**config.mk**
```make
export PLATFORM = sky130hd
export DESIGN_NAME = effective_address_generator
export DESIGN_NICKNAME = d
export VERILOG_FILES = /design/src/logic/eag_pkg.sv /design/src/logic/effective_address_generator.sv /design/src/logic/eag_add16.sv /design/src/logic/eag_add24.sv
export SDC_FILE = /design/constraint.sdc
export NUM_CORES = 1
export LEC_CHECK = 0
export BUFFER_PORTS_ARGS = -buffer_cell sky130_fd_sc_hd__buf_2
export CAP_MARGIN = 25
export CORE_AREA = 5 5 177 179
export CTS_BUF_LIST = sky130_fd_sc_hd__clkbuf_4 sky130_fd_sc_hd__clkbuf_8
export DETAILED_ROUTE_END_ITERATION = 12
export DIE_AREA = 0 0 182 184
export PLACE_DENSITY = 0.72
export REMOVE_ABC_BUFFERS = 1
export SYNTH_ARGS = -nofsm -noshare
export SYNTH_HDL_FRONTEND = slang
export SYNTH_HIERARCHICAL = 1
export SYNTH_SLANG_ARGS = --single-unit
```
**constraint.sdc**
```tcl
create_clock -name clk_sys -period 1 [get_ports clk_sys]
set_input_delay 0.15 -clock clk_sys [delete_from_list [all_inputs] [get_ports clk_sys]]
set_output_delay 0.15 -clock clk_sys [all_outputs]
set_load 0.03 [all_outputs]
```
**src/logic/eag_pkg.sv**
```systemverilog
// Package: mode codes, bank and vector constants for the address generator
package eag_pkg;

  // ---------------------------------------------------------------------
  // Addressing modes
  // ---------------------------------------------------------------------
  typedef enum logic [4:0] {
    AM_IMMEDIATE,
    AM_ABSOLUTE,
    AM_ABS_LONG,
    AM_DIRECT,
    AM_ACCUM,
    AM_IMPLIED,
    AM_DIR_IND_Y,
    AM_DIR_IND_LONG_Y,
    AM_DIR_X_IND,
    AM_REL,
    AM_REL_LONG,
    AM_ABS_IND,
    AM_DIR_IND,
    AM_DIR_IND_LONG,
    AM_ABS_X_IND,
    AM_STACK,
    AM_STACK_REL,
    AM_STACK_REL_IND_Y,
    AM_VECTOR
  } addr_mode_e;

  // ---------------------------------------------------------------------
  // Fixed values
  // ---------------------------------------------------------------------
  localparam logic [7:0] BANK_ZERO = 8'h00;
  localparam logic [7:0] EMU_STACK_PAGE = 8'h01;
  localparam logic [23:0] VECTOR_LO = 24'h00FFE0;
  localparam logic [23:0] VECTOR_HI = 24'h00FFFF;
  localparam logic [4:0] VECTOR_SEL_MASK = 5'h1F;
  localparam logic [7:0] DP_ALIGNED = 8'h00;
  localparam logic [1:0] PENALTY_CYCLES = 2'h1;
  localparam logic [23:0] ADDR_RESET = 24'h000000;
  localparam logic [15:0] WORD_RESET = 16'h0000;

endpackage : eag_pkg

```
**src/logic/effective_address_generator.sv**
```systemverilog
// Effective address generator for a 24-bit processor address space
//
// Contract
// [RQ1] Immediate operand from bytes two (and three)
// [RQ2] Absolute: operand bytes low, data bank high
// [RQ3] Absolute long: three operand bytes form address
// [RQ4] Direct: offset plus direct page, bank zero
// [RQ5] Unaligned direct page costs one extra cycle
// [RQ6] Accumulator and implied: one byte, no address
// [RQ7] (d),y: pointer, data bank prefix, add Y
// [RQ8] [d],y: 24-bit pointer plus Y
// [RQ9] (d,x): pointer at offset+DP+X, data bank
// [RQ10] Short branch: signed offset, bank unchanged
// [RQ11] Long relative: 16-bit add, modulo 65536
// [RQ12] (a): pointer in bank zero, long loads bank
// [RQ13] (d): pointer low, data bank high
// [RQ14] [d]: three pointer bytes are full address
// [RQ15] (a,x): operand plus X, bank zero pointer
// [RQ16] Stack and vector accesses use bank zero
// [RQ17] Stack relative: S plus offset, bank zero
// [RQ18] (d,s),y: pointer at S+offset, 24-bit add Y
// [RQ19] Only long transfers change program bank
// [RQ20] Direct-mode addresses never leave bank zero
// [RQ21] 24-bit data modes carry into bank byte
// [RQ22] Vectors lie in 00FFE0 through 00FFFF
// [RQ23] Emulation stack confined to page one; stack-relative modes still add S plus offset with no page wrap
// [RQ24] Address and valid with the final byte
`timescale 1ns/1ps
module effective_address_generator
  import eag_pkg::*;
(
  // Clock and reset
  input wire logic clk_sys,
  input wire logic rst_b,
  // Decoder request
  input wire logic req_valid,
  input wire addr_mode_e req_mode,
  input wire logic wide_operand,
  input wire logic long_instr,
  input wire logic [7:0] op_byte2,
  input wire logic [7:0] op_byte3,
  input wire logic [7:0] op_byte4,
  input wire logic [4:0] vector_sel,
  // Pointer bytes fetched by the sequencer
  input wire logic [23:0] ptr_data,
  // Register file
  input wire logic [15:0] direct_page_reg,
  input wire logic [7:0] data_bank_reg,
  input wire logic [7:0] program_bank_reg,
  input wire logic [15:0] pc_next,
  input wire logic [15:0] x_reg,
  input wire logic [15:0] y_reg,
  input wire logic [15:0] stack_ptr,
  input wire logic emulation_mode,
  // Result
  output logic ea_valid,
  output logic [23:0] ea_addr,
  output logic ptr_valid,
  output logic [23:0] ptr_addr,
  output logic [15:0] operand_value,
  output logic operand_valid,
  output logic [7:0] new_pb,
  output logic [15:0] new_pc,
  output logic pc_load,
  output logic extra_cycle,
  output logic no_mem_operand
);

  // -------------------------------------------------------------------
  // State
  // -------------------------------------------------------------------
  typedef struct packed {
    logic ea_valid;
    logic [23:0] ea_addr;
    logic ptr_valid;
    logic [23:0] ptr_addr;
    logic [15:0] operand_value;
    logic operand_valid;
    logic [7:0] new_pb;
    logic [15:0] new_pc;
    logic pc_load;
    logic extra_cycle;
    logic no_mem_operand;
  } eag_state_s;

  eag_state_s st_q;
  eag_state_s st_d;

  // -------------------------------------------------------------------
  // Shared arithmetic
  // -------------------------------------------------------------------
  function automatic logic [23:0] bank0(input logic [15:0] a);
    bank0 = {BANK_ZERO, a}; // RQ16
  endfunction : bank0

  function automatic logic [15:0] stack_wrap(input logic [15:0] a,
                                             input logic emu);
    // Emulation stack is pinned to page one
    stack_wrap = emu ? {EMU_STACK_PAGE, a[7:0]} : a; // RQ23
  endfunction : stack_wrap

  logic [15:0] dp_sum;
  logic [15:0] dpx_sum;
  logic [15:0] sp_sum;
  logic [15:0] absx_sum;
  logic [15:0] rel_sum;
  logic [15:0] brs_sum;
  logic [23:0] ind_y_sum;
  logic [23:0] long_y_sum;
  logic [23:0] srel_y_sum;
  logic [15:0] abs_word;
  logic dp_unaligned;

  assign abs_word = {op_byte3, op_byte2};
  assign dp_unaligned = direct_page_reg[7:0] != DP_ALIGNED;

  eag_add16 u_dp (.base(direct_page_reg), .offset({8'h00, op_byte2}),
    .sum(dp_sum), .carry());
  eag_add16 u_dpx (.base(dp_sum), .offset(x_reg), .sum(dpx_sum),
    .carry());
  eag_add16 u_sp (.base(stack_ptr), .offset({8'h00, op_byte2}),
    .sum(sp_sum), .carry());
  eag_add16 u_absx (.base(abs_word), .offset(x_reg), .sum(absx_sum),
    .carry());
  eag_add16 u_rel (.base(pc_next), .offset(abs_word), .sum(rel_sum),
    .carry());
  eag_add16 u_brs (.base(pc_next), .offset({{8{op_byte2[7]}}, op_byte2}),
    .sum(brs_sum), .carry());

  // Pointer word with data bank prefix ([d],y: full 24-bit pointer), then Y across all 24 bits
  eag_add24 u_ind_y (.base({data_bank_reg, ptr_data[15:0]}), .index(y_reg),
    .sum(ind_y_sum));
  eag_add24 u_long_y (.base(ptr_data), .index(y_reg), .sum(long_y_sum));
  eag_add24 u_srel_y (.base({data_bank_reg, ptr_data[15:0]}),
    .index(y_reg), .sum(srel_y_sum));

  // -------------------------------------------------------------------
  // Next state
  // -------------------------------------------------------------------
  always_comb begin
    st_d = st_q;
    st_d.ea_valid = 1'b0;
    st_d.ptr_valid = 1'b0;
    st_d.operand_valid = 1'b0;
    st_d.pc_load = 1'b0;
    st_d.extra_cycle = 1'b0;
    st_d.no_mem_operand = 1'b0;
    if (req_valid) begin
      unique case (req_mode)
        AM_IMMEDIATE: begin
          st_d.operand_value = wide_operand ? abs_word
                                            : {8'h00, op_byte2}; // RQ1
          st_d.operand_valid = 1'b1;
          st_d.no_mem_operand = 1'b1;
        end
        AM_ABSOLUTE: begin
          st_d.ea_addr = {data_bank_reg, abs_word}; // RQ2
          st_d.ea_valid = 1'b1;
        end
        AM_ABS_LONG: begin
          st_d.ea_addr = {op_byte4, abs_word}; // RQ3
          st_d.ea_valid = 1'b1;
          if (long_instr) begin
            st_d.new_pb = op_byte4; // RQ19
            st_d.new_pc = abs_word;
            st_d.pc_load = 1'b1;
          end
        end
        AM_DIRECT: begin
          st_d.ea_addr = bank0(dp_sum); // RQ4 RQ20
          st_d.ea_valid = 1'b1;
          st_d.extra_cycle = dp_unaligned; // RQ5
        end
        AM_ACCUM, AM_IMPLIED: begin
          st_d.no_mem_operand = 1'b1; // RQ6
        end
        AM_DIR_IND_Y: begin
          st_d.ptr_addr = bank0(dp_sum); // RQ7
          st_d.ptr_valid = 1'b1;
          st_d.ea_addr = ind_y_sum; // RQ21
          st_d.ea_valid = 1'b1;
          st_d.extra_cycle = dp_unaligned; // RQ5
        end
        AM_DIR_IND_LONG_Y: begin
          st_d.ptr_addr = bank0(dp_sum); // RQ8
          st_d.ptr_valid = 1'b1;
          st_d.ea_addr = long_y_sum; // RQ21
          st_d.ea_valid = 1'b1;
          st_d.extra_cycle = dp_unaligned; // RQ5
        end
        AM_DIR_X_IND: begin
          st_d.ptr_addr = bank0(dpx_sum); // RQ9
          st_d.ptr_valid = 1'b1;
          st_d.ea_addr = {data_bank_reg, ptr_data[15:0]};
          st_d.ea_valid = 1'b1;
          st_d.extra_cycle = dp_unaligned; // RQ5
        end
        AM_REL: begin
          // Untaken branches never reach here; the decoder filters them
          st_d.new_pc = brs_sum; // RQ10
          st_d.new_pb = program_bank_reg; // RQ19
          st_d.pc_load = 1'b1;
        end
        AM_REL_LONG: begin
          st_d.ea_addr = {program_bank_reg, rel_sum}; // RQ11
          st_d.new_pc = rel_sum;
          st_d.new_pb = program_bank_reg; // RQ19
          st_d.pc_load = ~long_instr;
          st_d.operand_value = rel_sum;
          st_d.operand_valid = long_instr;
        end
        AM_ABS_IND: begin
          st_d.ptr_addr = bank0(abs_word); // RQ12
          st_d.ptr_valid = 1'b1;
          st_d.new_pc = ptr_data[15:0];
          st_d.new_pb = long_instr ? ptr_data[23:16]
                                   : program_bank_reg; // RQ19
          st_d.pc_load = 1'b1;
        end
        AM_DIR_IND: begin
          st_d.ptr_addr = bank0(dp_sum); // RQ13
          st_d.ptr_valid = 1'b1;
          st_d.ea_addr = {data_bank_reg, ptr_data[15:0]};
          st_d.ea_valid = 1'b1;
          st_d.extra_cycle = dp_unaligned; // RQ5
        end
        AM_DIR_IND_LONG: begin
          st_d.ptr_addr = bank0(dp_sum); // RQ14
          st_d.ptr_valid = 1'b1;
          st_d.ea_addr = ptr_data;
          st_d.ea_valid = 1'b1;
          st_d.extra_cycle = dp_unaligned; // RQ5
        end
        AM_ABS_X_IND: begin
          st_d.ptr_addr = bank0(absx_sum); // RQ15
          st_d.ptr_valid = 1'b1;
          st_d.new_pc = ptr_data[15:0];
          st_d.new_pb = program_bank_reg; // RQ19
          st_d.pc_load = 1'b1;
        end
        AM_STACK: begin
          st_d.ea_addr = bank0(stack_wrap(stack_ptr,
                                          emulation_mode)); // RQ16 RQ23
          st_d.ea_valid = 1'b1;
        end
        AM_STACK_REL: begin
          st_d.ea_addr = bank0(sp_sum); // RQ17
          st_d.ea_valid = 1'b1;
        end
        AM_STACK_REL_IND_Y: begin
          st_d.ptr_addr = bank0(sp_sum); // RQ18
          st_d.ptr_valid = 1'b1;
          st_d.ea_addr = srel_y_sum; // RQ21
          st_d.ea_valid = 1'b1;
        end
        AM_VECTOR: begin
          st_d.ea_addr = VECTOR_LO | {19'h00000,
                                      vector_sel & VECTOR_SEL_MASK}; // RQ22
          st_d.ea_valid = 1'b1;
        end
        default: begin
          st_d.no_mem_operand = 1'b1;
        end
      endcase
    end
  end

  // Result registered the edge after the final byte arrives
  always_ff @(posedge clk_sys or negedge rst_b) begin
    if (!rst_b) begin
      st_q <= '0;
    end else begin
      st_q <= st_d; // RQ24
    end
  end

  assign ea_valid = st_q.ea_valid;
  assign ea_addr = st_q.ea_addr;
  assign ptr_valid = st_q.ptr_valid;
  assign ptr_addr = st_q.ptr_addr;
  assign operand_value = st_q.operand_value;
  assign operand_valid = st_q.operand_valid;
  assign new_pb = st_q.new_pb;
  assign new_pc = st_q.new_pc;
  assign pc_load = st_q.pc_load;
  assign extra_cycle = st_q.extra_cycle;
  assign no_mem_operand = st_q.no_mem_operand;
endmodule : effective_address_generator

```
**src/logic/eag_add16.sv**
```systemverilog
// Sixteen-bit base plus offset adder with carry out
`timescale 1ns/1ps
module eag_add16
  import eag_pkg::*;
(
  // Operands
  input wire logic [15:0] base,
  input wire logic [15:0] offset,
  // Result
  output logic [15:0] sum,
  output logic carry
);

  always_comb begin
    {carry, sum} = {1'b0, base} + {1'b0, offset};
  end

endmodule : eag_add16

```
**src/logic/eag_add24.sv**
```systemverilog
// Twenty-four-bit adder: carries reach the bank byte
`timescale 1ns/1ps
module eag_add24
  import eag_pkg::*;
(
  // Operands
  input wire logic [23:0] base,
  input wire logic [15:0] index,
  // Result
  output logic [23:0] sum
);

  always_comb begin
    sum = base + {8'h00, index};
  end

endmodule : eag_add24

```
==> results of run 1 <==
-- routing by layer --
layer / global-route usage / GRT overflow
met1: 0.758 / 6
met2: 0.888 / 35
met3: 0.692 / 6
met4: 0.690 / 29
met5: 0.513 / 0
-- repair_timing --
item	CTS
pin swaps	263
hold buffers	1
gates cloned	1
endpoints found under the hold margin	86
resized for setup	655
buffers inserted	95
endpoints found under the setup margin	171
-- stage by stage --
step                 util  hold slack (ns)  std cells  setup WS (ns)  area [sq um]
CTS                 0.830           0.0416       3023          -2.20         24400
detailed placement  0.698            0.146       2921          -2.88         20500
global placement    0.698            0.139       2921          -2.78         20500
floorplan               -           -0.146       1637          -2.61         13700
==> run_results.csv, run 1 <==
group,metric,value,unit
outcome,outcome,"did not finish",
outcome,haltStage,"5_1_grt",
outcome,stop_error,"[ERROR GRT-0232] Routing congestion too high. Check the congestion heatmap in the GUI.",
global_route,antenna_found_initial,18,
clock_tree,cts-root-to-sink-buffers,2,
synthesis,post_synth_instance_area,0.0144,sq mm
die,num_rows,63,
global_route,grt_max_degree,50,
placed_design,numPortBuffers,245,
die,die_h,184,microns
global_route,tot_gr_track_use,0.764,
clock_tree,number_of_buffers_created_by_cts,9,
die,floorplan.initialDensity,0.489,
synthesis,synth-warning-count,6,
sta,kind_of_endpoint_with_the_least_setup_slack,"register input",
clock_tree,htreeDepth,3,
sta,grt_worst_setup_endpoint,"ptr_addr[15]$_DFFE_PN0P_/D",
global_route,grt.overflow.total,76,
synthesis,post_synthesis_area_per_instance,8.23,sq um
synthesis,synthesis.instances,1746,
clock_tree,cts_root_buf,"sky130_fd_sc_hd__clkbuf_8",
placed_design,gp_routability_congestion,1.05,
die,pin_count,254,
die,die_w,182,microns
placed_design,place_hpwl,55.1,mm
==> run 2, diff against run 1 <==
- CORE_AREA: 5 5 177 179 -> 5 5 210 212
- CTS_BUF_LIST: sky130_fd_sc_hd__clkbuf_4 sky130_fd_sc_hd__clkbuf_8 -> not set
- DIE_AREA: 0 0 182 184 -> 0 0 215 217
- PLACE_DENSITY: 0.72 -> not set
- PLACE_DENSITY_LB_ADDON: not set -> 0.15
==> run 2 against run 1 <==
  * The flow now finishes, with violations (setup timing)
  * Synthesized cell count did not move
  * Area after synthesis unchanged
==> run_results.csv, run 2 <==
group,metric,value,unit
sta,final.setup.worst_slack,-2.22,ns
pwr,power_per_cell_area,1140,mW/mm^2
outcome,failed_checks,"setup timing",
setup_path,crit_path_end_kind,"register",
setup_path,critical-path-max-stage-delay,0.34,ns
setup_path,worst-endpoint-required,1.27,ns
sta,timing.fmax,310,MHz
die,die_area,0.0467,sq mm
global_route,tot_gr_track_use,0.313,
final_layout,final_common_cell,"sky130_fd_sc_hd__buf_4",
synthesis,post_synthesis_area_per_instance,8.23,sq um
synthesis,synth-warning-count,6,
global_route,grt.overflow.total,0,
pwr,power_leakage,12.2,nW
sta,timing.final.setup_violations,172,
setup_path,worst-path-stages,18,
clock_tree,tritoncts,"done",
setup_path,ws_path_type,"in -> reg",
hold_path,min_path_type,"in -> reg",
sta,drv_slew,0,
final_layout,diodes,0,
setup_path,crit_chain,"buf_8, ha_4, fa_2, a21o_1, a221oi_2, buf_4, o21bai_4, nor4_4, a211oi_2, ha_4, a21o_1, a211o_1, o221ai_2, o211ai_1, xor2_1, a222oi_1, nand2_1, mux2_2",
final_layout,most-common-layout-cells,"703 x sky130_fd_sc_hd__buf_4, 183 x sky130_fd_sc_hd__buf_6, 130 x sky130_fd_sc_hd__buf_2, 106 x sky130_fd_sc_hd__nand2_1, 106 x sky130_fd_sc_hd__ha_1",
sta,max_slew_margin,0.394,
sta,worst_clock_skew,0,ns
final_layout,layout-area-overhead-vs-synth,82.2,%
setup_path,arrival_time_worst_endpoint,3.49,ns
detailed_routing,num_vias,19213,
detailed_routing,drc_errors,0,
final_layout,stdcell_area,0.0262,sq mm
detailed_routing,post_drt_wl_per_cell,23.8,microns
detailed_routing,detail_route.first_pass.iterations,9,
die,pin_count,254,
global_route,grt_first_pass_wirelength,113,mm
sta,setup_tns,-109.93,ns
clock_tree,clkSlewWorstSetupHoldPaths,0.07,ns
final_layout,design.final.nets,3030,
hold_path,worst_hold_path.num_cells,3,
outcome,outcome,"complete, but fails checks",
pwr,power.ir.vdd_worst,869,uV
setup_path,crit_path_launch_type,"input pin",
placed_design,place_hpwl,60.3,mm
clock_tree,cts_root_buf,"sky130_fd_sc_hd__clkbuf_16",
placed_design,gp_routability_congestion,0.968,
synthesis,post_synth_instance_area,0.0144,sq mm
global_route,vias_in_the_first_global_route,18883,
sta,report.final.hold_viol_count,0,
flow_run,cap_viol_max_count,0,
clock_tree,cts-root-to-sink-buffers,2,
placed_design,total_cell_area_at_the_placement_stage,0.0211,sq mm
detailed_routing,drt-total-wl,77.5,mm
detailed_routing,drt_first_iter_violations,1986,
global_route,grt_max_degree,40,
setup_path,slowest_stage,"sky130_fd_sc_hd__fa_2",
clock_tree,clk_latency,0.38,ns
die,die_w,215,microns
sta,fin_crit,3.22,ns
clock_tree,number_of_buffers_created_by_cts,9,
sta,grt_setup_unrepaired,"yes",
die,die_h,217,microns
detailed_routing,via_per_inst,5.89,
sta,post-route-period-util,3.22,
sta,worst_pin_slew,0.886,ns
final_layout,flip_flop_count_of_the_largest_register_after_layout,24,
setup_path,timing.reg2reg.worst_path_depth,4,
clock_tree,htreeDepth,3,
placed_design,numPortBuffers,245,
global_route,antenna_found_initial,0,
setup_path,cp_num_buf_inv,2,
synthesis,synthesis.instances,1746,
setup_path,critPathMaxFanout,3,
detailed_routing,postRouteAntennaNets,0,
clock_tree,cts.sinks,86,
die,core_area,0.0418,sq mm
die,floorplan.initialDensity,0.344,
final_layout,share_of_layout_cells_above_drive_strength_1,0.560,
setup_path,timing.critical_path.max_delay_family,"compound AO/OA/AOI/OAI gates",
die,num_rows,75,
[run 2: what timing repair did]
action | 4_1_cts | 5_1_grt
hold endpoints to repair | 86 | 0
hold buffers | 1 | 0
resized for setup | 600 | 197
buffers inserted | 76 | 60
cloned | 4 | 0
endpoints found under the setup margin | 172 | 172
pin swaps | 202 | 178
[run 2: metal layers]
| metal | up-vias | GRT usage | wire length, microns | share of wire |
|---|---|---|---|---|
| li1 | 8747 | - | - | - |
| met1 | 9345 | 0.419 | 32800 | 0.42 |
| met2 | 963 | 0.490 | 34500 | 0.45 |
| met3 | 158 | 0.0766 | 7170 | 0.092 |
| met4 | 0 | 0.121 | 3030 | 0.039 |
| met5 | - | 0 | 0 | 0 |
[run 2: worst min-delay path: stages]
cell                       delay [ns]
sky130_fd_sc_hd__buf_2           0.09
sky130_fd_sc_hd__a222oi_1        0.08
sky130_fd_sc_hd__a21oi_2         0.14
[run 2: worst paths after layout]
| path | to | startpoint | slack, ns |
|---|---|---|---|
| max in group asynchronous | ea_addr[21] | rst_b | 0.36 |
| max | ptr_addr[15] | op_byte2[0] | -2.22 |
| min in group asynchronous | ptr_valid | rst_b | 0.16 |
| min | new_pb[7] | op_byte4[7] | 0.11 |
| max reg2reg | new_pc[6] | new_pc[6] | -0.03 |
| min reg2reg | operand_value[11] | operand_value[11] | 0.52 |
[run 2: through the flow]
| step | power (mW) | instances | worst slack (ns) | hold WS, ns | util |
|---|---|---|---|---|---|
| floorplan | 12.6 | 1637 | -2.61 | -0.146 | - |
| global placement | 20.3 | 3116 | -2.90 | 0.0232 | 0.506 |
| detailed placement | 20.5 | 3118 | -2.93 | 0.0173 | 0.506 |
| CTS | 27.8 | 3212 | -2.18 | 0.0965 | 0.592 |
| global route | 31.1 | 3260 | -2.34 | 0.128 | 0.627 |
| finish | 29.7 | 3260 | -2.22 | 0.114 | 0.627 |
[run 2: layout make-up]
class	count	area, sq um
clock buffer	9	225
clock inverter	6	87.6
fill	3608	15600
inverter	46	173
multi-input combinational	1505	13900
sequential	86	2160
tap	539	674
timing repair buffer	1069	9010
[run 2: power by group]
group / internal (mW) / switching [mW]
Combinational: 10.3 / 10.6
Clock: 2.18 / 1.72
Sequential: 4.22 / 0.724
Total: 16.7 / 13.0
No activity file was read; power rests on OpenSTA's default activity.
==> run 3, diff against run 2 <==
==> constraint.sdc (replaced) <==
create_clock -name clk_sys -period 1 [get_ports clk_sys]
set_input_delay 0.3 -clock clk_sys [delete_from_list [all_inputs] [get_ports clk_sys]]
set_output_delay 0.3 -clock clk_sys [all_outputs]
set_load 0.03 [all_outputs]
==> run 3 against run 2 <==
  * The flow still finishes with violations (setup timing)
  * Fmax fell by 8.2%
  * Setup slack worse by 0.29 ns
  * Flip-flop and latch count unchanged
  * Die area unchanged
  * Register-to-register slack improved by 0.13 ns
  * Cell count hardly changed
  * Sequential power about the same
  * Clock-buffer cell count grew 1
  * Clock skew unchanged
  * Wire length up 0.79%
  * Critical path type unchanged
==> run_results.csv, run 3 (synthesis gave the netlist of run 2 again) <==
group,metric,value,unit
setup_path,worst_path_most_repeated_cell,"sky130_fd_sc_hd__buf_6",
detailed_routing,post_drt_wl_per_cell,24.0,microns
final_layout,design.final.nets,3028,
final_layout,stdcell_area,0.0260,sq mm
sta,timing.final.setup_violations,172,
placed_design,place_hpwl,60.6,mm
final_layout,register_area,0.00216,sq mm
die,die_area,0.0467,sq mm
clock_tree,cts.sinks,86,
pwr,power_per_cell_area,1130,mW/mm^2
final_layout,area_used_by_multi_input_combinational_logic,0.0138,sq mm
setup_path,arrival_time_worst_endpoint,3.79,ns
die,pin_count,254,
sta,drv_slew,0,
global_route,grtUsageMet1,0.423,
pwr,internal_power,16.2,mW
pwr,power_switching,13.1,mW
sta,worst_pin_slew,0.867,ns
detailed_routing,drt_first_iter_violations,1820,
final_layout,stdcell_count,3259,
setup_path,crit_path_end_kind,"register",
setup_path,worst-r2r-setup-slack,0.10,ns
sta,worst_clock_skew,0,ns
die,die_h,217,microns
clock_tree,tritoncts,"done",
global_route,antenna_found_initial,0,
global_route,grt.overflow.total,0,
detailed_routing,drc_errors,0,
pwr,power_switching_share,0.448,
global_route,vias_in_the_first_global_route,18433,
detailed_routing,drt-total-wl,78.1,mm
outcome,failed_checks,"setup timing",
global_route,grt_first_pass_wirelength,112,mm
die,num_rows,75,
final_layout,final_common_cell,"sky130_fd_sc_hd__buf_4",
pwr,seqPwrFrac,0.170,
clock_tree,clk_latency,0.39,ns
final_layout,nFillCells,3677,
global_route,grt_max_degree,35,
final_layout,finish.utilization,0.622,
detailed_routing,num_vias,19056,
die,die_w,215,microns
clock_tree,cts_root_buf,"sky130_fd_sc_hd__clkbuf_16",
final_layout,flip_flop_count_of_the_largest_register_after_layout,24,
sta,fin_crit,3.51,ns
final_layout,diodes,0,
clock_tree,htreeDepth,3,
global_route,grt.met2_usage,0.495,
pwr,power,29.3,mW
pwr,share_comb_of_total_power,0.708,
setup_path,critical-path-max-stage-delay,0.36,ns
placed_design,total_cell_area_at_the_placement_stage,0.0211,sq mm
placed_design,setup_slack_placement,-3.08,ns
pwr,p_clk_frac,0.122,
die,floorplan.initialDensity,0.344,
final_layout,layout-area-overhead-vs-synth,80.6,%
setup_path,slowest_stage,"sky130_fd_sc_hd__fa_2",
clock_tree,cts-root-to-sink-buffers,2,
setup_path,critPathMaxFanout,3,
sta,final.setup.worst_slack,-2.51,ns
setup_path,crit_path_launch_type,"input pin",
sta,setup_tns,-134.42,ns
sta,report.final.hold_viol_count,0,
sta,timing.fmax,285,MHz
pwr,power.ir.vdd_worst,747,uV
sta,max_slew_margin,0.414,
detailed_routing,detail_route.first_pass.iterations,6,
flow_run,cap_viol_max_count,0,
global_route,gr-usage-met3,0.0614,
outcome,outcome,"complete, but fails checks",
sta,grt_setup_unrepaired,"yes",
hold_path,min_path_type,"in -> reg",
final_layout,share_of_layout_cells_above_drive_strength_1,0.555,
sta,post-route-period-util,3.51,
sta,worst_hold_slack,0.243,ns
setup_path,crit_chain,"buf_8, ha_4, fa_2, a21o_1, a221oi_2, buf_4, o21bai_4, a21oi_2, xnor2_1, ha_1, buf_6, buf_6, buf_6, o21ai_2, o21ai_1, o211ai_1, and3_1, a311oi_2, a222oi_1, nand2_1, mux2_4",
setup_path,ws_path_type,"in -> reg",
die,core_area,0.0418,sq mm
pwr,power_leakage,12.1,nW
detailed_routing,via_per_inst,5.85,
placed_design,place.detailed.instances,3120,
detailed_routing,postRouteAntennaNets,0,
setup_path,worst-endpoint-required,1.27,ns
placed_design,gp_routability_congestion,0.953,
clock_tree,clkSlewWorstSetupHoldPaths,0.07,ns
final_layout,most-common-layout-cells,"702 x sky130_fd_sc_hd__buf_4, 184 x sky130_fd_sc_hd__buf_6, 137 x sky130_fd_sc_hd__buf_2, 108 x sky130_fd_sc_hd__nand2_1, 105 x sky130_fd_sc_hd__ha_1",
clock_tree,number_of_buffers_created_by_cts,9,
global_route,global_route.peak_usage_layer,"met2",
placed_design,numPortBuffers,245,
global_route,tot_gr_track_use,0.309,
==> run 3: what timing repair did <==
| item | CTS | global route |
|---|---|---|
| pin swaps | 171 | 194 |
| setup buffers | 39 | 91 |
| hold buffers | 1 | 0 |
| gates cloned | 0 | 3 |
| resized for setup | 339 | 505 |
| endpoints found under the hold margin | 8 | 0 |
| endpoints found under the setup margin | 172 | 172 |
==> run 3: worst max-delay path, delay by kind of cell <==
| kind | cells | cell delay, ns |
|---|---|---|
| xor+xnor | 1 | 0.15 |
| fa+ha+maj | 3 | 0.81 |
| compound gates | 9 | 1.29 |
| buf+inv | 5 | 0.66 |
| mux | 1 | 0.27 |
| simple gates | 2 | 0.31 |
==> run 3: path summary, 6_finish.rpt <==
kind | from | end | depth (start not counted)
min in group asynchronous | rst_b | ptr_valid | 2
max in group asynchronous | rst_b | new_pc[15] | 3
hold reg to reg | new_pc[15] | new_pc[15] | 1
hold / removal | op_byte4[7] | new_pb[7] | 3
setup / recovery | direct_page_reg[0] | ptr_addr[13] | 21
setup reg to reg | ptr_addr[14] | ptr_addr[14] | 2
==> run 3: area by class of cell <==
type | count | share of cell area
Inverter | 46 | 0.00665
Sequential cell | 86 | 0.0830
Clock inverter | 6 | 0.00173
Clock buffer | 10 | 0.00920
Timing Repair Buffer | 1067 | 0.341
Tap cell | 539 | 0.0260
Multi-Input combinational cell | 1505 | 0.533
==> run 3: power by group through the flow <==
stage / Sequential [mW] / Combinational, mW / Clock, mW
after global placement: 4.80 / 15.6 / 0
after global routing: 5.02 / 21.8 / 3.74
after CTS: 4.78 / 17.5 / 3.63
final: 4.97 / 20.7 / 3.58
after floorplan: 6.13 / 6.49 / 0
after detailed placement: 4.81 / 15.8 / 0
==> run 3: per-layer routing <==
metal / vias up / routed length, microns
met5: - / 0
met4: 0 / 2730
met3: 153 / 6190
met2: 883 / 35400
met1: 9283 / 33800
li1: 8737 / -
